**src/common/gio_pkg.sv**
```systemverilog
// Purpose: Shared constants of the global I/O control register group.
// Assumes: Byte-wide register port, 16-bit byte addresses, 100 MHz system clock.
// Notes:   Multi-byte registers are big-endian: the lowest address holds the top byte.

package gio_pkg;

  // ==========================================================================
  // Clock and timing
  // ==========================================================================
  localparam int unsigned CLK_SYS_MHZ        = 100;
  localparam int unsigned SPI_FAST_CLK_MHZ   = 25;
  // Longest serial clock period, in system cycles, still taken as a fast clock.
  localparam int unsigned SPI_FAST_PERIOD_CYC = CLK_SYS_MHZ / SPI_FAST_CLK_MHZ;
  localparam int unsigned MGMT_PREAMBLE_BITS = 32;
  localparam int unsigned MGMT_FRAME_BITS    = 32;
  localparam int unsigned SYNC_STAGES        = 2;

  // ==========================================================================
  // Register byte addresses
  // ==========================================================================
  localparam logic [15:0] ADDR_SERIAL_IO_CTRL = 16'h0100;
  localparam logic [15:0] ADDR_OUT_CLK_CTRL   = 16'h0103;
  localparam logic [15:0] ADDR_INBAND_CTRL    = 16'h0104;
  localparam logic [15:0] ADDR_INBAND_CTRL_LAST = 16'h0107;
  localparam logic [15:0] ADDR_PAD_DRIVE      = 16'h010D;

  // ==========================================================================
  // Field positions
  // ==========================================================================
  localparam int unsigned SIO_PREAMBLE_SUPP_BIT = 2;
  localparam int unsigned SIO_AUTO_EDGE_BIT     = 1;
  localparam int unsigned SIO_MANUAL_EDGE_BIT   = 0;
  localparam int unsigned OCK_ENABLE_BIT        = 1;
  localparam int unsigned OCK_FREQ_BIT          = 0;
  localparam int unsigned IBA_ENABLE_BIT        = 31;
  localparam int unsigned IBA_MAC_CHECK_BIT     = 30;
  localparam int unsigned IBA_RESET_BIT         = 29;
  localparam int unsigned IBA_QUEUE_LSB         = 22;
  localparam int unsigned IBA_PORT_LSB          = 16;
  localparam int unsigned IBA_TPID_LSB          = 0;
  localparam int unsigned PAD_HIGH_LSB          = 4;
  localparam int unsigned PAD_LOW_LSB           = 0;

  // ==========================================================================
  // Reset values and writable masks
  // ==========================================================================
  localparam logic [7:0]  SERIAL_IO_RESET = 8'h42;
  localparam logic [7:0]  SERIAL_IO_WMASK = 8'hFF;
  localparam logic [7:0]  OUT_CLK_RESET   = 8'h02;
  localparam logic [7:0]  OUT_CLK_WMASK   = 8'h1F;
  localparam logic [31:0] INBAND_RESET    = 32'h0045_40FE;
  // Bit 29 is not stored: it is a write-one pulse that always reads zero.
  localparam logic [31:0] INBAND_WMASK    = 32'hC0C7_FFFF;
  localparam logic [7:0]  PAD_DRIVE_RESET = 8'h62;
  localparam logic [7:0]  PAD_DRIVE_WMASK = 8'hFF;
  localparam logic [2:0]  PORT_CODE_LAST  = 3'h5;
  localparam logic [1:0]  STRAP_SETTLE    = 2'h2;

endpackage

```
**src/core/gio_mgmt_preamble_gate.sv**
```systemverilog
// Purpose: Finds frame starts on the two-wire management bus and gates them on the preamble.
// Assumes: Bus clock at most a quarter of the system clock; pins are asynchronous.
// Notes:   A start is the bit pair 0 then 1 on rising bus clock edges.

`timescale 1ns/1ps

module gio_mgmt_preamble_gate (
  // Clock and reset
  input  wire logic clk_sys,
  input  wire logic reset,
  input  wire logic clkEn,
  // Bus pins
  input  wire logic mdcPin,
  input  wire logic mdioPin,
  // Control
  input  wire logic suppressPreamble,
  // Result
  output logic      frameStart
);

  typedef enum logic [1:0] {HUNT, GOT_ZERO, IN_FRAME} gio_pre_state_type;

  typedef struct packed {
    logic [1:0]        mdcSync;
    logic [1:0]        mdioSync;
    logic              mdcPrev;
    logic [5:0]        ones;
    logic              preambleOk;
    logic [5:0]        bitCnt;
    gio_pre_state_type state;
    logic              start;
  } gio_pre_regs_type;

  gio_pre_regs_type r_q;
  gio_pre_regs_type r_d;

  logic mdcRise;
  logic bitVal;

  // ==========================================================================
  // Next state
  // ==========================================================================
  always_comb begin
    r_d          = r_q;
    r_d.mdcSync  = {r_q.mdcSync[0], mdcPin};
    r_d.mdioSync = {r_q.mdioSync[0], mdioPin};
    r_d.mdcPrev  = r_q.mdcSync[1];
    r_d.start    = 1'b0;
    mdcRise      = r_q.mdcSync[1] & ~r_q.mdcPrev;
    bitVal       = r_q.mdioSync[1];
    if (mdcRise) begin
      unique case (r_q.state)
        HUNT: begin
          if (bitVal) begin
            if (r_q.ones != 6'(gio_pkg::MGMT_PREAMBLE_BITS)) begin
              r_d.ones = r_q.ones + 6'h01;
            end
          end else begin
            // A missing preamble only blocks the frame when suppression is off.
            r_d.preambleOk = suppressPreamble ||
                             (r_q.ones == 6'(gio_pkg::MGMT_PREAMBLE_BITS));
            r_d.state      = GOT_ZERO;
          end
        end
        GOT_ZERO: begin
          if (bitVal) begin
            r_d.start  = r_q.preambleOk;
            r_d.bitCnt = 6'h02;
            r_d.state  = IN_FRAME;
          end else begin
            r_d.ones  = 6'h00;
            r_d.state = HUNT;
          end
        end
        IN_FRAME: begin
          r_d.bitCnt = r_q.bitCnt + 6'h01;
          if (r_q.bitCnt == 6'(gio_pkg::MGMT_FRAME_BITS - 1)) begin
            r_d.ones  = 6'h00;
            r_d.state = HUNT;
          end
        end
      endcase
    end
  end

  // ==========================================================================
  // State register
  // ==========================================================================
  always_ff @(posedge clk_sys) begin
    if (reset) begin
      r_q <= '0;
    end else if (clkEn) begin
      r_q <= r_d;
    end
  end

  assign frameStart = r_q.start;

endmodule

```
**src/core/gio_spi_edge_select.sv**
```systemverilog
// Purpose: Chooses the serial clock edge that launches SPI read data.
// Assumes: Serial clock pin is asynchronous to the system clock.
// Notes:   Detection resolves periods of two system cycles or more.

`timescale 1ns/1ps

module gio_spi_edge_select #(
  parameter int unsigned CNT_W = 4
) (
  // Clock and reset
  input  wire logic clk_sys,
  input  wire logic reset,
  input  wire logic clkEn,
  // Serial clock pin
  input  wire logic spiClkPin,
  // Control
  input  wire logic autoEdge,
  input  wire logic manualEdgeRising,
  // Result
  output logic      launchRising
);

  typedef struct packed {
    logic [1:0]       sclkSync;
    logic             sclkPrev;
    logic [CNT_W-1:0] period;
    logic             fast;
    logic             rising;
  } gio_edge_regs_type;

  gio_edge_regs_type r_q;
  gio_edge_regs_type r_d;

  logic sclkRise;

  // ==========================================================================
  // Next state
  // ==========================================================================
  always_comb begin
    r_d          = r_q;
    r_d.sclkSync = {r_q.sclkSync[0], spiClkPin};
    r_d.sclkPrev = r_q.sclkSync[1];
    sclkRise     = r_q.sclkSync[1] & ~r_q.sclkPrev;
    if (sclkRise) begin
      // Period measured in system cycles between two rising edges.
      r_d.fast   = (r_q.period < CNT_W'(gio_pkg::SPI_FAST_PERIOD_CYC));
      r_d.period = '0;
    end else if (r_q.period != '1) begin
      r_d.period = r_q.period + CNT_W'(1);
    end else begin
      r_d.fast = 1'b0;
    end
    // The manual bit is looked at only with automatic selection off.
    r_d.rising = autoEdge ? r_d.fast : manualEdgeRising;
  end

  // ==========================================================================
  // State register
  // ==========================================================================
  always_ff @(posedge clk_sys) begin
    if (reset) begin
      r_q <= '0;
    end else if (clkEn) begin
      r_q <= r_d;
    end
  end

  assign launchRising = r_q.rising;

endmodule

```
**src/core/gio_global_io_ctrl.sv**
```systemverilog
// Purpose: Global I/O control registers of a multi-port switch and the logic they steer.
// Assumes: One byte register port shared by the SPI, I2C and two-wire bus front ends.
// Notes:   Read data is registered one cycle after the read strobe.

`timescale 1ns/1ps

// Function
// - Preamble suppression clear: two-wire bus needs a full preamble before commands.
// - Preamble suppression set: two-wire bus commands accepted without any preamble.
// - Preamble suppression has no effect on SPI or I2C register accesses.
// - Automatic edge: launch SPI data on rising edge at 25 MHz and up.
// - Manual edge mode: bit 0 clear picks falling edge, bit 0 set picks rising edge.
// - With automatic edge on, the reset state, the manual edge bit is ignored.
// - Reference clock pin driven only when enabled; frequency bit picks 25 or 125 MHz.
// - In-band enable resets from the port-6 receive-valid strap; software may change it.
// - MAC check on: frames whose destination differs from switch MAC are discarded.
// - MAC check off: in-band frames accepted without looking at destination.
// - Writing 1 to in-band reset restarts its state machine; bit clears itself.
// - In-band responses go to the two-bit priority queue field, reset 01.
// - Three-bit port field: codes 0-5 are ports 1-6, 6 and 7 reserved, reset 5.
// - Sixteen-bit field holds the in-band frame TPID, reset 0x40FE.
module gio_global_io_ctrl #(
  parameter int unsigned MAC_W = 48
) (
  // Clock and reset
  input  wire logic              clk_sys,
  input  wire logic              reset,
  input  wire logic              clkEn,
  // Register port
  input  wire logic [15:0]       regAddr,
  input  wire logic              regWrEn,
  input  wire logic              regRdEn,
  input  wire logic [7:0]        regWrData,
  output logic      [7:0]        regRdData,
  // Two-wire management bus pins
  input  wire logic              mdcPin,
  input  wire logic              mdioPin,
  output logic                   mgmtFrameStart,
  // SPI serial clock pin and data-out edge
  input  wire logic              spiClkPin,
  output logic                   sdoLaunchRising,
  // Reference clock output pin control
  output logic                   refClockOutEn,
  output logic                   refClockSel125,
  // Configuration strap
  input  wire logic              port6RxValidStrapPin,
  // In-band management frame header
  input  wire logic              ibaFrameValid,
  input  wire logic [MAC_W-1:0]  ibaFrameDstMac,
  input  wire logic [15:0]       ibaFrameTpid,
  input  wire logic [2:0]        ibaFramePort,
  input  wire logic [MAC_W-1:0]  switchMac,
  // In-band management control and results
  output logic                   ibaFrameAccept,
  output logic                   ibaFrameDiscard,
  output logic                   ibaMacMismatch,
  output logic                   ibaEngineReset,
  output logic                   ibaEnable,
  output logic      [1:0]        ibaRespQueue,
  output logic      [2:0]        ibaPortSel,
  output logic      [15:0]       ibaTpid,
  // Pad drive strength
  output logic      [2:0]        padHighDrive,
  output logic      [2:0]        padLowDrive
);

  typedef struct packed {
    logic [7:0]  serialIo;
    logic [7:0]  outClk;
    logic [31:0] inband;
    logic [7:0]  padDrive;
    logic [1:0]  strapSync;
    logic [1:0]  strapCnt;
    logic        strapDone;
    logic [7:0]  rdData;
    logic        ibaRst;
    logic        accept;
    logic        discard;
    logic        mismatch;
  } gio_top_state_type;

  gio_top_state_type r_q;
  gio_top_state_type r_d;

  // ==========================================================================
  // Helper functions
  // ==========================================================================

  // Keeps the bits outside the writable mask at their stored values.
  function automatic logic [7:0] gio_merge(
    input logic [7:0] oldVal,
    input logic [7:0] newVal,
    input logic [7:0] wmask
  );
    gio_merge = (oldVal & ~wmask) | (newVal & wmask);
  endfunction

  // Byte lane of the big-endian in-band register for an address inside it.
  function automatic logic [1:0] gio_lane(input logic [15:0] addr);
    logic [15:0] offs;
    offs     = addr - gio_pkg::ADDR_INBAND_CTRL;
    gio_lane = 2'h3 - offs[1:0];
  endfunction

  function automatic logic gio_in_inband(input logic [15:0] addr);
    gio_in_inband = (addr >= gio_pkg::ADDR_INBAND_CTRL) &&
                    (addr <= gio_pkg::ADDR_INBAND_CTRL_LAST);
  endfunction

  logic [1:0]  wrLane;
  logic [1:0]  rdLane;
  logic        portValid;
  logic        macOk;
  logic        tpidOk;
  logic        portOk;
  logic        preambleSupp;
  logic        frameStartRaw;
  logic        launchRisingRaw;

  // ==========================================================================
  // Submodules
  // ==========================================================================
  assign preambleSupp = r_q.serialIo[gio_pkg::SIO_PREAMBLE_SUPP_BIT];

  // Only the two-wire bus front end sees the suppression bit.
  gio_mgmt_preamble_gate u_preamble (
    .clk_sys          (clk_sys),
    .reset            (reset),
    .clkEn            (clkEn),
    .mdcPin           (mdcPin),
    .mdioPin          (mdioPin),
    .suppressPreamble (preambleSupp),
    .frameStart       (frameStartRaw)
  );

  gio_spi_edge_select #(
    .CNT_W (4)
  ) u_spi_edge (
    .clk_sys          (clk_sys),
    .reset            (reset),
    .clkEn            (clkEn),
    .spiClkPin        (spiClkPin),
    .autoEdge         (r_q.serialIo[gio_pkg::SIO_AUTO_EDGE_BIT]),
    .manualEdgeRising (r_q.serialIo[gio_pkg::SIO_MANUAL_EDGE_BIT]),
    .launchRising     (launchRisingRaw)
  );

  // ==========================================================================
  // Next state
  // ==========================================================================
  always_comb begin
    r_d          = r_q;
    r_d.ibaRst   = 1'b0;
    r_d.accept   = 1'b0;
    r_d.discard  = 1'b0;
    r_d.mismatch = 1'b0;
    wrLane       = gio_lane(regAddr);
    rdLane       = gio_lane(regAddr);

    // The strap passes two flip-flops, then is loaded once after release.
    r_d.strapSync = {r_q.strapSync[0], port6RxValidStrapPin};
    if (!r_q.strapDone) begin
      if (r_q.strapCnt == gio_pkg::STRAP_SETTLE) begin
        r_d.inband[gio_pkg::IBA_ENABLE_BIT] = r_q.strapSync[1];
        r_d.strapDone = 1'b1;
      end else begin
        r_d.strapCnt = r_q.strapCnt + 2'h1;
      end
    end

    // Register writes; read-only bits keep their fixed values.
    if (regWrEn) begin
      if (regAddr == gio_pkg::ADDR_SERIAL_IO_CTRL) begin
        r_d.serialIo = gio_merge(r_q.serialIo, regWrData, gio_pkg::SERIAL_IO_WMASK);
      end
      if (regAddr == gio_pkg::ADDR_OUT_CLK_CTRL) begin
        r_d.outClk = gio_merge(r_q.outClk, regWrData, gio_pkg::OUT_CLK_WMASK);
      end
      if (regAddr == gio_pkg::ADDR_PAD_DRIVE) begin
        r_d.padDrive = gio_merge(r_q.padDrive, regWrData, gio_pkg::PAD_DRIVE_WMASK);
      end
      if (gio_in_inband(regAddr)) begin
        // Only the addressed lane changes, so a strap load in other lanes' cycles survives.
        r_d.inband[wrLane*8 +: 8] = gio_merge(r_q.inband[wrLane*8 +: 8], regWrData,
                                              gio_pkg::INBAND_WMASK[wrLane*8 +: 8]);
        // Software wins over a strap load that has not happened yet.
        if (wrLane == 2'h3) begin
          r_d.strapDone = 1'b1;
          // Writing one restarts the in-band engine; the bit is never stored.
          r_d.ibaRst    = regWrData[gio_pkg::IBA_RESET_BIT - 24];
        end
      end
    end

    // Register reads; unmapped addresses return zero.
    if (regRdEn) begin
      if (regAddr == gio_pkg::ADDR_SERIAL_IO_CTRL) begin
        r_d.rdData = r_q.serialIo;
      end else if (regAddr == gio_pkg::ADDR_OUT_CLK_CTRL) begin
        r_d.rdData = r_q.outClk;
      end else if (regAddr == gio_pkg::ADDR_PAD_DRIVE) begin
        r_d.rdData = r_q.padDrive;
      end else if (gio_in_inband(regAddr)) begin
        r_d.rdData = r_q.inband[rdLane*8 +: 8];
      end else begin
        r_d.rdData = 8'h00;
      end
    end

    // In-band frame header check.
    portValid = (r_q.inband[gio_pkg::IBA_PORT_LSB +: 3] <= gio_pkg::PORT_CODE_LAST);
    portOk    = portValid && (ibaFramePort == r_q.inband[gio_pkg::IBA_PORT_LSB +: 3]);
    tpidOk    = (ibaFrameTpid == r_q.inband[gio_pkg::IBA_TPID_LSB +: 16]);
    // Destination check only when matching is enabled.
    macOk     = !r_q.inband[gio_pkg::IBA_MAC_CHECK_BIT] ||
                (ibaFrameDstMac == switchMac);
    if (ibaFrameValid && r_q.inband[gio_pkg::IBA_ENABLE_BIT] && !r_q.ibaRst &&
        portOk && tpidOk) begin
      r_d.accept   = macOk;
      r_d.discard  = !macOk;
      r_d.mismatch = !macOk;
    end
  end

  // ==========================================================================
  // State register
  // ==========================================================================
  always_ff @(posedge clk_sys) begin
    if (reset) begin
      r_q           <= '0;
      r_q.serialIo  <= gio_pkg::SERIAL_IO_RESET;
      r_q.outClk    <= gio_pkg::OUT_CLK_RESET;
      r_q.inband    <= gio_pkg::INBAND_RESET;
      r_q.padDrive  <= gio_pkg::PAD_DRIVE_RESET;
    end else if (clkEn) begin
      r_q <= r_d;
    end
  end

  // ==========================================================================
  // Outputs
  // ==========================================================================
  assign regRdData       = r_q.rdData;
  assign mgmtFrameStart  = frameStartRaw;
  assign sdoLaunchRising = launchRisingRaw;
  assign refClockOutEn   = r_q.outClk[gio_pkg::OCK_ENABLE_BIT];
  assign refClockSel125  = r_q.outClk[gio_pkg::OCK_FREQ_BIT];
  assign ibaFrameAccept  = r_q.accept;
  assign ibaFrameDiscard = r_q.discard;
  assign ibaMacMismatch  = r_q.mismatch;
  assign ibaEngineReset  = r_q.ibaRst;
  assign ibaEnable       = r_q.inband[gio_pkg::IBA_ENABLE_BIT];
  assign ibaRespQueue    = r_q.inband[gio_pkg::IBA_QUEUE_LSB +: 2];
  assign ibaPortSel      = r_q.inband[gio_pkg::IBA_PORT_LSB +: 3];
  assign ibaTpid         = r_q.inband[gio_pkg::IBA_TPID_LSB +: 16];
  assign padHighDrive    = r_q.padDrive[gio_pkg::PAD_HIGH_LSB +: 3];
  assign padLowDrive     = r_q.padDrive[gio_pkg::PAD_LOW_LSB +: 3];

endmodule

```
**config.mk**
```make
export PLATFORM = sky130hd
export DESIGN_NAME = gio_global_io_ctrl
export DESIGN_NICKNAME = d
export VERILOG_FILES = /design/src/common/gio_pkg.sv /design/src/core/gio_mgmt_preamble_gate.sv /design/src/core/gio_spi_edge_select.sv /design/src/core/gio_global_io_ctrl.sv
export SDC_FILE = /design/constraint.sdc
export NUM_CORES = 1
export LEC_CHECK = 0
export ABC_CLOCK_PERIOD_IN_PS = 3000
export BUFFER_PORTS_ARGS = -buffer_cell sky130_fd_sc_hd__clkbuf_2
export CORE_MARGIN = 2
export CORE_UTILIZATION = 55
export DETAILED_ROUTE_END_ITERATION = 12
export PLACE_DENSITY = 0.95
export SETUP_SLACK_MARGIN = 0.5
export SLEW_MARGIN = 20
export SYNTH_ARGS = -nofsm -noshare
export SYNTH_HDL_FRONTEND = slang
export SYNTH_SLANG_ARGS = --single-unit
export TNS_END_PERCENT = 50
```
**constraint.sdc**
```tcl
create_clock -name clk_sys -period 3 [get_ports clk_sys]
set_input_delay 0.15 -clock clk_sys [delete_from_list [all_inputs] [get_ports clk_sys]]
set_output_delay 0.15 -clock clk_sys [all_outputs]
set_load 0.005 [all_outputs]
```
==> out/results.tsv, run 1 <==
metric	value	unit
PD cells	413	mW/mm2
vias in the first global route	5261	
iteration count of the initial detailed-routing pass	5	
final total negative setup slack	0	ns
fin crit period	2.26	ns
worst slack, placed	0.597	ns
clock tree skew after final layout	0.00855	ns
Placement Rows	36	
total nets after synthesis	810	
Unique masters post-synth	63	
vias per cell	5.97	
primary flip-flop cell chosen by synthesis mapping	sky130_fd_sc_hd__dfxtp_1	
port buffer count	192	
setup slack after layout	0.744	ns
post-synthesis sequential element count	99	
CTS H-Tree Depth	3	
cts-stage hold buffer count	0	
antenna-violating nets left	0	
TritonCTS Buffers	9	
area of the core	0.00982	mm2
Min-Delay Startpoint	spiClkPin	
Final Cell Area	0.00667	mm2
routed length per instance	19.3	um
crit path launch type	register	
total clock sinks	99	
number of max-capacitance violations reported	0	
EDFF count, synth	0	
required time of the worst setup path	3.31	ns
Vias	5598	
area growth from synthesis to layout	19.0	%
footprint of the multi-input gates	0.00319	mm2
overflow left after global routing	0	
overall die width	105	um
First DRT Iteration DRCs	476	
maximum vdd ir drop	264	uV
summed instance area of the synthesized netlist	0.00560	mm2
synthesized area divided by synthesized cell count	8.65	um2
type of the worst setup path	reg -> reg	
Final period util	0.752	
GR Util All Layers	0.323	
number of instances in the synthesized netlist	648	
maximum clock path buffer count	2	
worst rel slew slack	0.441	
path class of the lowest-slack min-delay path	in -> reg	
worst-case hold slack	0.0182	ns
Data arrival, critical path	2.56	ns
unrepaired setup endpoints after global routing	no	
wire length of the first global-routing pass	27.5	mm
leakage power figure	2.93	nW
proportion of netlist area held by the largest area contributor	0.354	
area post-placement	0.00641	mm2
die outline area	0.0110	mm2
share of synthesized area occupied by flip-flops and latches	0.354	
maximum clock frequency	443	MHz
starting utilization of the core area	0.571	
result of the run	completed	
source-to-sink clock delay at the later pin of the worst-skew pair	0.37	ns
sort of element at the end of the critical path	register	
cell types occupying the most area after synthesis	sky130_fd_sc_hd__dfxtp_1, sky130_fd_sc_hd__xor2_1, sky130_fd_sc_hd__mux2i_1	
launch instance of the worst register-to-register path	u_preamble.r_q[3]	
worst-path fanout max	12	
async set or reset register ratio after synthesis	0	
setup slack on the worst flop-to-flop path	0.74	ns
DRC violation count after routing	0	
TritonCTS clock tree	done	
final max-slew violation count	0	
largest area contributor in the synthesized netlist	sky130_fd_sc_hd__dfxtp_1	
total routed wirelength	18.1	mm
Ys Warns	0	
final-stage net count	959	
top-level port count	193	
Endpoint, Worst Hold	u_spi_edge.r_d[8]	
count of final setup violators	0	
worst flop-to-flop path endpoint	u_preamble.r_q[12]	
fill count	735	
share of layout cells above drive strength 1	0.297	
register area	0.00198	mm2
Die H	105	um
hold-critical path depth	3	
clock edge transition at the registers on the reported setup and hold paths	0.09	ns
Worst-Margin Slew	0.837	ns
Clock Root Buffer	sky130_fd_sc_hd__clkbuf_8	
GPL Wtd Cong	0.961	
dpl hpwl	13.7	mm
cell depth of the worst flop-to-flop path	7	
number of antenna violations at the first check in global routing	3	
maximum number of pins on one net before global-route repair	51	
endpoints failing hold	0	
==> cell type report <==
cell class | count | share of cell area
Antenna cell | 3 | 0.00113
Timing Repair Buffer | 200 | 0.153
Sequential cell | 99 | 0.297
Clock buffer | 9 | 0.0186
Clock inverter | 7 | 0.0174
Tap cell | 133 | 0.0249
Inverter | 18 | 0.0101
Multi-Input combinational cell | 469 | 0.478
==> worst max-delay path, cell delays in order, from the launching register on <==
cell and delay, ns:
sky130_fd_sc_hd__dfxtp_1 0.37, sky130_fd_sc_hd__ha_1 0.20, sky130_fd_sc_hd__nor2b_1 0.15, sky130_fd_sc_hd__nand4_1 0.13
sky130_fd_sc_hd__a21oi_2 0.28, sky130_fd_sc_hd__nand3_2 0.24, sky130_fd_sc_hd__or4b_2 0.68, sky130_fd_sc_hd__a21oi_1 0.15
==> state kept, by name, summed over array words and instances, names as in the netlist, 2 cells and up <==
signal,cells
regRdData,8
ibaTpid,16
padLowDrive,3
ibaPortSel,3
u_spi_edge.r_q,6
r_q,26
u_spi_edge.r_d,2
u_preamble.r_d,3
u_preamble.r_q,16
padHighDrive,3
ibaRespQueue,2
==> through the flow <==
| step | total power [mW] | cells | util |
|---|---|---|---|
| floorplan | 1.56 | 648 | - |
| global placement | 1.73 | 919 | 0.653 |
| detailed placement | 1.75 | 919 | 0.653 |
| CTS | 2.75 | 935 | 0.678 |
| global route | 2.84 | 938 | 0.679 |
| finish | 2.75 | 938 | 0.679 |
==> Yosys cell counts (all sizes together), types with 4 or more instances <==
library cell	number
dfxtp	99
xor2	67
nor2	60
nand2	58
a21oi	49
buf	43
mux2i	32
o21ai	32
nor4	23
nor3	21
clkbuf	19
inv	18
nand3	15
ha	13
nand4	13
a211oi	10
nor2b	7
xnor2	7
a31oi	5
mux4	5
a221o	4
==> how the worst max path moves through the flow <==
stage / startpoint / endpoint / slack (ns)
2_1_floorplan: regAddr[1] / r_q[71] / 0.91
3_3_place_gp: u_preamble.r_q[3] / u_preamble.r_q[12] / 0.69
3_5_place_dp: u_preamble.r_q[3] / u_preamble.r_q[12] / 0.60
4_1_cts: u_preamble.r_q[3] / u_preamble.r_q[12] / 0.58
5_1_grt: u_preamble.r_q[3] / u_preamble.r_q[12] / 0.61
6_report: u_preamble.r_q[3] / u_preamble.r_q[12] / 0.74
==> layer usage <==
layer | part of all wire | global-route usage | up-vias
li1 | - | - | 2558
met1 | 0.35 | 0.371 | 2571
met2 | 0.46 | 0.512 | 399
met3 | 0.13 | 0.117 | 70
met4 | 0.057 | 0.195 | 0
met5 | 0 | 0 | -
==> where the power goes <==
part           internal [mW]  switching, mW
clock                  0.552          0.474
combinational          0.165          0.216
sequential              1.33         0.0135
total                   2.05          0.704
==> cell families after synthesis <==
kind of cell               Yosys count  synth area share
adders and majority gates           13            0.0290
AOI/OAI and AO/OA                  122             0.132
and+or+nand+nor                    223             0.213
xor gates and xnor gates            74             0.116
muxes                               37            0.0773
buffers and inverters               80            0.0795
DFF                                 99             0.354
==> cells in the final DEF (no fill, tap or decap), types with 3 or more instances in the layout <==
cell type	count
sky130_fd_sc_hd__clkbuf_2	192
sky130_fd_sc_hd__dfxtp_1	99
sky130_fd_sc_hd__xor2_1	67
sky130_fd_sc_hd__nand2_1	58
sky130_fd_sc_hd__nor2_1	58
sky130_fd_sc_hd__a21oi_1	48
sky130_fd_sc_hd__mux2i_1	32
sky130_fd_sc_hd__o21ai_0	32
sky130_fd_sc_hd__nor4_1	20
sky130_fd_sc_hd__nor3_1	20
sky130_fd_sc_hd__inv_1	18
sky130_fd_sc_hd__nand3_1	13
sky130_fd_sc_hd__ha_1	13
sky130_fd_sc_hd__nand4_1	12
sky130_fd_sc_hd__a211oi_1	10
sky130_fd_sc_hd__clkbuf_8	9
sky130_fd_sc_hd__buf_4	8
sky130_fd_sc_hd__nor2b_1	7
sky130_fd_sc_hd__xnor2_1	7
sky130_fd_sc_hd__a31oi_1	5
sky130_fd_sc_hd__mux4_2	5
sky130_fd_sc_hd__a221o_1	4
sky130_fd_sc_hd__diode_2	3
sky130_fd_sc_hd__and3_1	3
sky130_fd_sc_hd__or4_1	3
sky130_fd_sc_hd__a22o_1	3
sky130_fd_sc_hd__bufinv_16	3
==> repair_timing <==
item	CTS	global route
setup endpoints to repair	0	3
setup buffers	0	0
gates resized for setup	0	2
(Power assumes the default switching activity.)
==> run 2, diff against run 1 <==
--- a/config.mk
+++ b/config.mk
@@ -5,12 +5,12 @@
 export SDC_FILE = /design/constraint.sdc
 export NUM_CORES = 1
 export LEC_CHECK = 0
-export ABC_CLOCK_PERIOD_IN_PS = 3000
+export ABC_CLOCK_PERIOD_IN_PS = 2000
 export BUFFER_PORTS_ARGS = -buffer_cell sky130_fd_sc_hd__clkbuf_2
 export CORE_MARGIN = 2
-export CORE_UTILIZATION = 55
+export CORE_UTILIZATION = 46
 export DETAILED_ROUTE_END_ITERATION = 12
-export PLACE_DENSITY = 0.95
+export PLACE_DENSITY = 0.88
 export SETUP_SLACK_MARGIN = 0.5
 export SLEW_MARGIN = 20
 export SYNTH_ARGS = -nofsm -noshare
==> constraint.sdc (replaced) <==
create_clock -name clk_sys -period 2 [get_ports clk_sys]
set_input_delay 0.1 -clock clk_sys [delete_from_list [all_inputs] [get_ports clk_sys]]
set_output_delay 0.1 -clock clk_sys [all_outputs]
set_load 0.005 [all_outputs]
==> run 2 against run 1 <==
  * Worst setup slack lost 0.56 ns
  * Die area increased by 19%
  * Clock power up 71%
  * Combinational power increased by 68%
  * Fmax grew 24%
  * Clock skew rose by 0.0051 ns
  * Worst hold slack better by 0.017 ns
  * Largest power group unchanged
==> out/results.tsv, run 2 (same netlist as run 1, synthesis figures left out) <==
metric	value	unit	change
GR Util All Layers	0.262		-0.0604
vias in the first global route	5333		+1.4%
maximum clock frequency	552	MHz	+24%
iteration count of the initial detailed-routing pass	5		unchanged
maximum vdd ir drop	422	uV	+60%
most frequent cells in the layout	sky130_fd_sc_hd__clkbuf_2, sky130_fd_sc_hd__dfxtp_1, sky130_fd_sc_hd__xor2_1		
count of final setup violators	0		unchanged
type of the worst setup path	reg -> reg		
internal power	3.19	mW	+56%
DRC violation count after routing	0		unchanged
final total negative setup slack	0	ns	unchanged
Worst path top cell family by delay	simple AND/OR/NAND/NOR gates		
number of max-capacitance violations reported	0		unchanged
total clock sinks	99		unchanged
clock tree skew after final layout	0.0136	ns	+0.00510 ns
worst rel slew slack	0.612		+0.172
wire length of the first global-routing pass	26.9	mm	-2.2%
sort of element at the end of the critical path	register		
final max-slew violation count	0		unchanged
share of layout cells above drive strength 1	0.403		+0.106
leakage power figure	3.25	nW	+11%
number of antenna violations at the first check in global routing	0		-3
fill count	896		+22%
CP max stage delay	0.54	ns	-0.14 ns
most flop-heavy register	r_q		
Vias	5785		+3.3%
result of the run	completed		
busiest layer in global routing	met2		
area of the core	0.0120	mm2	+22%
worst-path fanout max	7		-5
unrepaired setup endpoints after global routing	yes		
overflow left after global routing	0		unchanged
Placement Rows	40		+11%
endpoints failing hold	0		unchanged
First DRT Iteration DRCs	565		+19%
Die H	114	um	+9.0%
most frequent standard cell in the layout excluding fill and tap cells	sky130_fd_sc_hd__clkbuf_2		
Final Cell Area	0.00748	mm2	+12%
vias per cell	5.80		-2.9%
area post-placement	0.00665	mm2	+3.7%
crit path launch type	register		
Clock Root Buffer	sky130_fd_sc_hd__clkbuf_16		
top-level port count	193		unchanged
part of the total power dissipated in combinational logic	0.145		+0.006
required time of the worst setup path	2.30	ns	-1.01 ns
number of cells in the design after placement	955		+3.9%
antenna-violating nets left	0		unchanged
PD cells	591	mW/mm2	+43%
TritonCTS Buffers	9		unchanged
starting utilization of the core area	0.469		-0.102
fraction of power spent switching nets	0.277		+0.0211
slowest stage cell on the critical path	sky130_fd_sc_hd__or4b_4		
port buffer count	192		unchanged
overall die width	114	um	+9.0%
diodes inserted	0		-3
number of flip-flops under the largest register name	26		unchanged
fin crit period	1.81	ns	-0.442 ns
path class of the lowest-slack min-delay path	in -> reg		
overall power	4.42	mW	+60%
Final period util	0.907		+0.155
routed length per instance	18.6	um	-3.8%
final standard cell count with taps included and fillers excluded	998		+6.4%
met1 track demand over resource in global routing	0.318		-0.0536
switching component of the power	1.22	mW	+74%
Data arrival, critical path	2.11	ns	-0.45 ns
maximum clock path buffer count	2		unchanged
GPL Wtd Cong	0.899		-6.5%
sequential fraction of design power	0.457		-0.032
global routing met2 resource utilization	0.448		-0.0632
Worst-Margin Slew	0.575	ns	-0.261 ns
cell seen most often among critical-path stages	sky130_fd_sc_hd__a21oi_2		
total routed wirelength	18.6	mm	+2.4%
source-to-sink clock delay at the later pin of the worst-skew pair	0.37	ns	about the same
maximum number of pins on one net before global-route repair	46		-9.8%
final-stage net count	1008		+5.1%
dpl hpwl	13.1	mm	-4.7%
met3 track utilization from global routing	0.0561		-0.0605
critical path, cell by cell	ha_4 -> nor2b_4 -> nand4_1 -> a21oi_2 -> nand3_4 -> or4b_4 -> a21oi_2		
CTS H-Tree Depth	3		unchanged
area growth from synthesis to layout	33.4	%	
clock edge transition at the registers on the reported setup and hold paths	0.08	ns	about the same
die outline area	0.0131	mm2	+19%
worst path buffer plus inverter count	0		unchanged
clock group share of total power	0.398		+0.025
TritonCTS clock tree	done		
-- run 2: changes by cell type in the layout (fill, tap and decap cells not counted), moves of 5 or more --
| cell | delta |
|---|---|
| sky130_fd_sc_hd__clkbuf_16 | +9 |
| sky130_fd_sc_hd__buf_4 | +39 |
| sky130_fd_sc_hd__clkbuf_8 | -8 |
| sky130_fd_sc_hd__dfxtp_1 | -18 |
| sky130_fd_sc_hd__buf_6 | +7 |
| sky130_fd_sc_hd__dfxtp_2 | +15 |
| sky130_fd_sc_hd__a21oi_1 | -5 |
-- run 2: stage by stage --
stage	worst slack (ns)	util	hold WS, ns
CTS	0.191	0.593	0.0328
finish	0.187	0.625	0.0347
floorplan	0.184	-	0.224
detailed placement	0.0280	0.556	0.345
global route	0.0876	0.625	0.0465
global placement	0.101	0.556	0.339
-- run 2: routing by layer --
metal,share of wire,vias to the layer above
met2,0.47,352
met3,0.090,87
li1,-,2659
met4,0.047,0
met5,0,-
met1,0.39,2687
-- run 2: final timing paths --
check | startpoint | to | slack (ns) | cells past startpoint
max | u_preamble.r_q[4] | u_preamble.r_q[12] | 0.19 | 7
min | regWrData[5] | r_q[70] | 0.03 | 3
max reg2reg | u_preamble.r_q[4] | u_preamble.r_q[12] | 0.19 | 7
min reg2reg | r_q[70] | r_q[70] | 0.46 | 2
-- run 2: what timing repair did --
item | CTS | global route
hold buffers | 4 | 0
gates resized for setup | 17 | 67
buffers inserted | 6 | 17
endpoints found under the setup margin | 40 | 57
pin swaps | 7 | 29
hold endpoints to repair | 4 | 0
-- run 2: worst reg2reg max path: cells and delay by family (launching register included) --
family	cells	cell delay, ns
AOI/OAI and AO/OA	2	0.35
adders and majority gates	1	0.14
DFF	1	0.36
and+or+nand+nor	4	0.91
-- run 2: final cells by class --
type	count	area [um2]	area share
multi-input combinational	469	3470	0.464
tap	147	184	0.0246
inverter	18	72.6	0.00971
sequential	99	2010	0.269
clock buffer	10	239	0.0320
timing repair buffer	249	1440	0.193
clock inverter	6	56.3	0.00753
-- run 2: power by group through the flow --
stage	Combinational (mW)	Clock [mW]	Sequential (mW)
2_1_floorplan	0.291	0	2.06
3_3_place_gp	0.557	0	2.06
3_5_place_dp	0.573	0	2.06
4_1_cts	0.596	1.74	2.02
5_1_grt	0.686	1.83	2.02
6_report	0.639	1.76	2.02
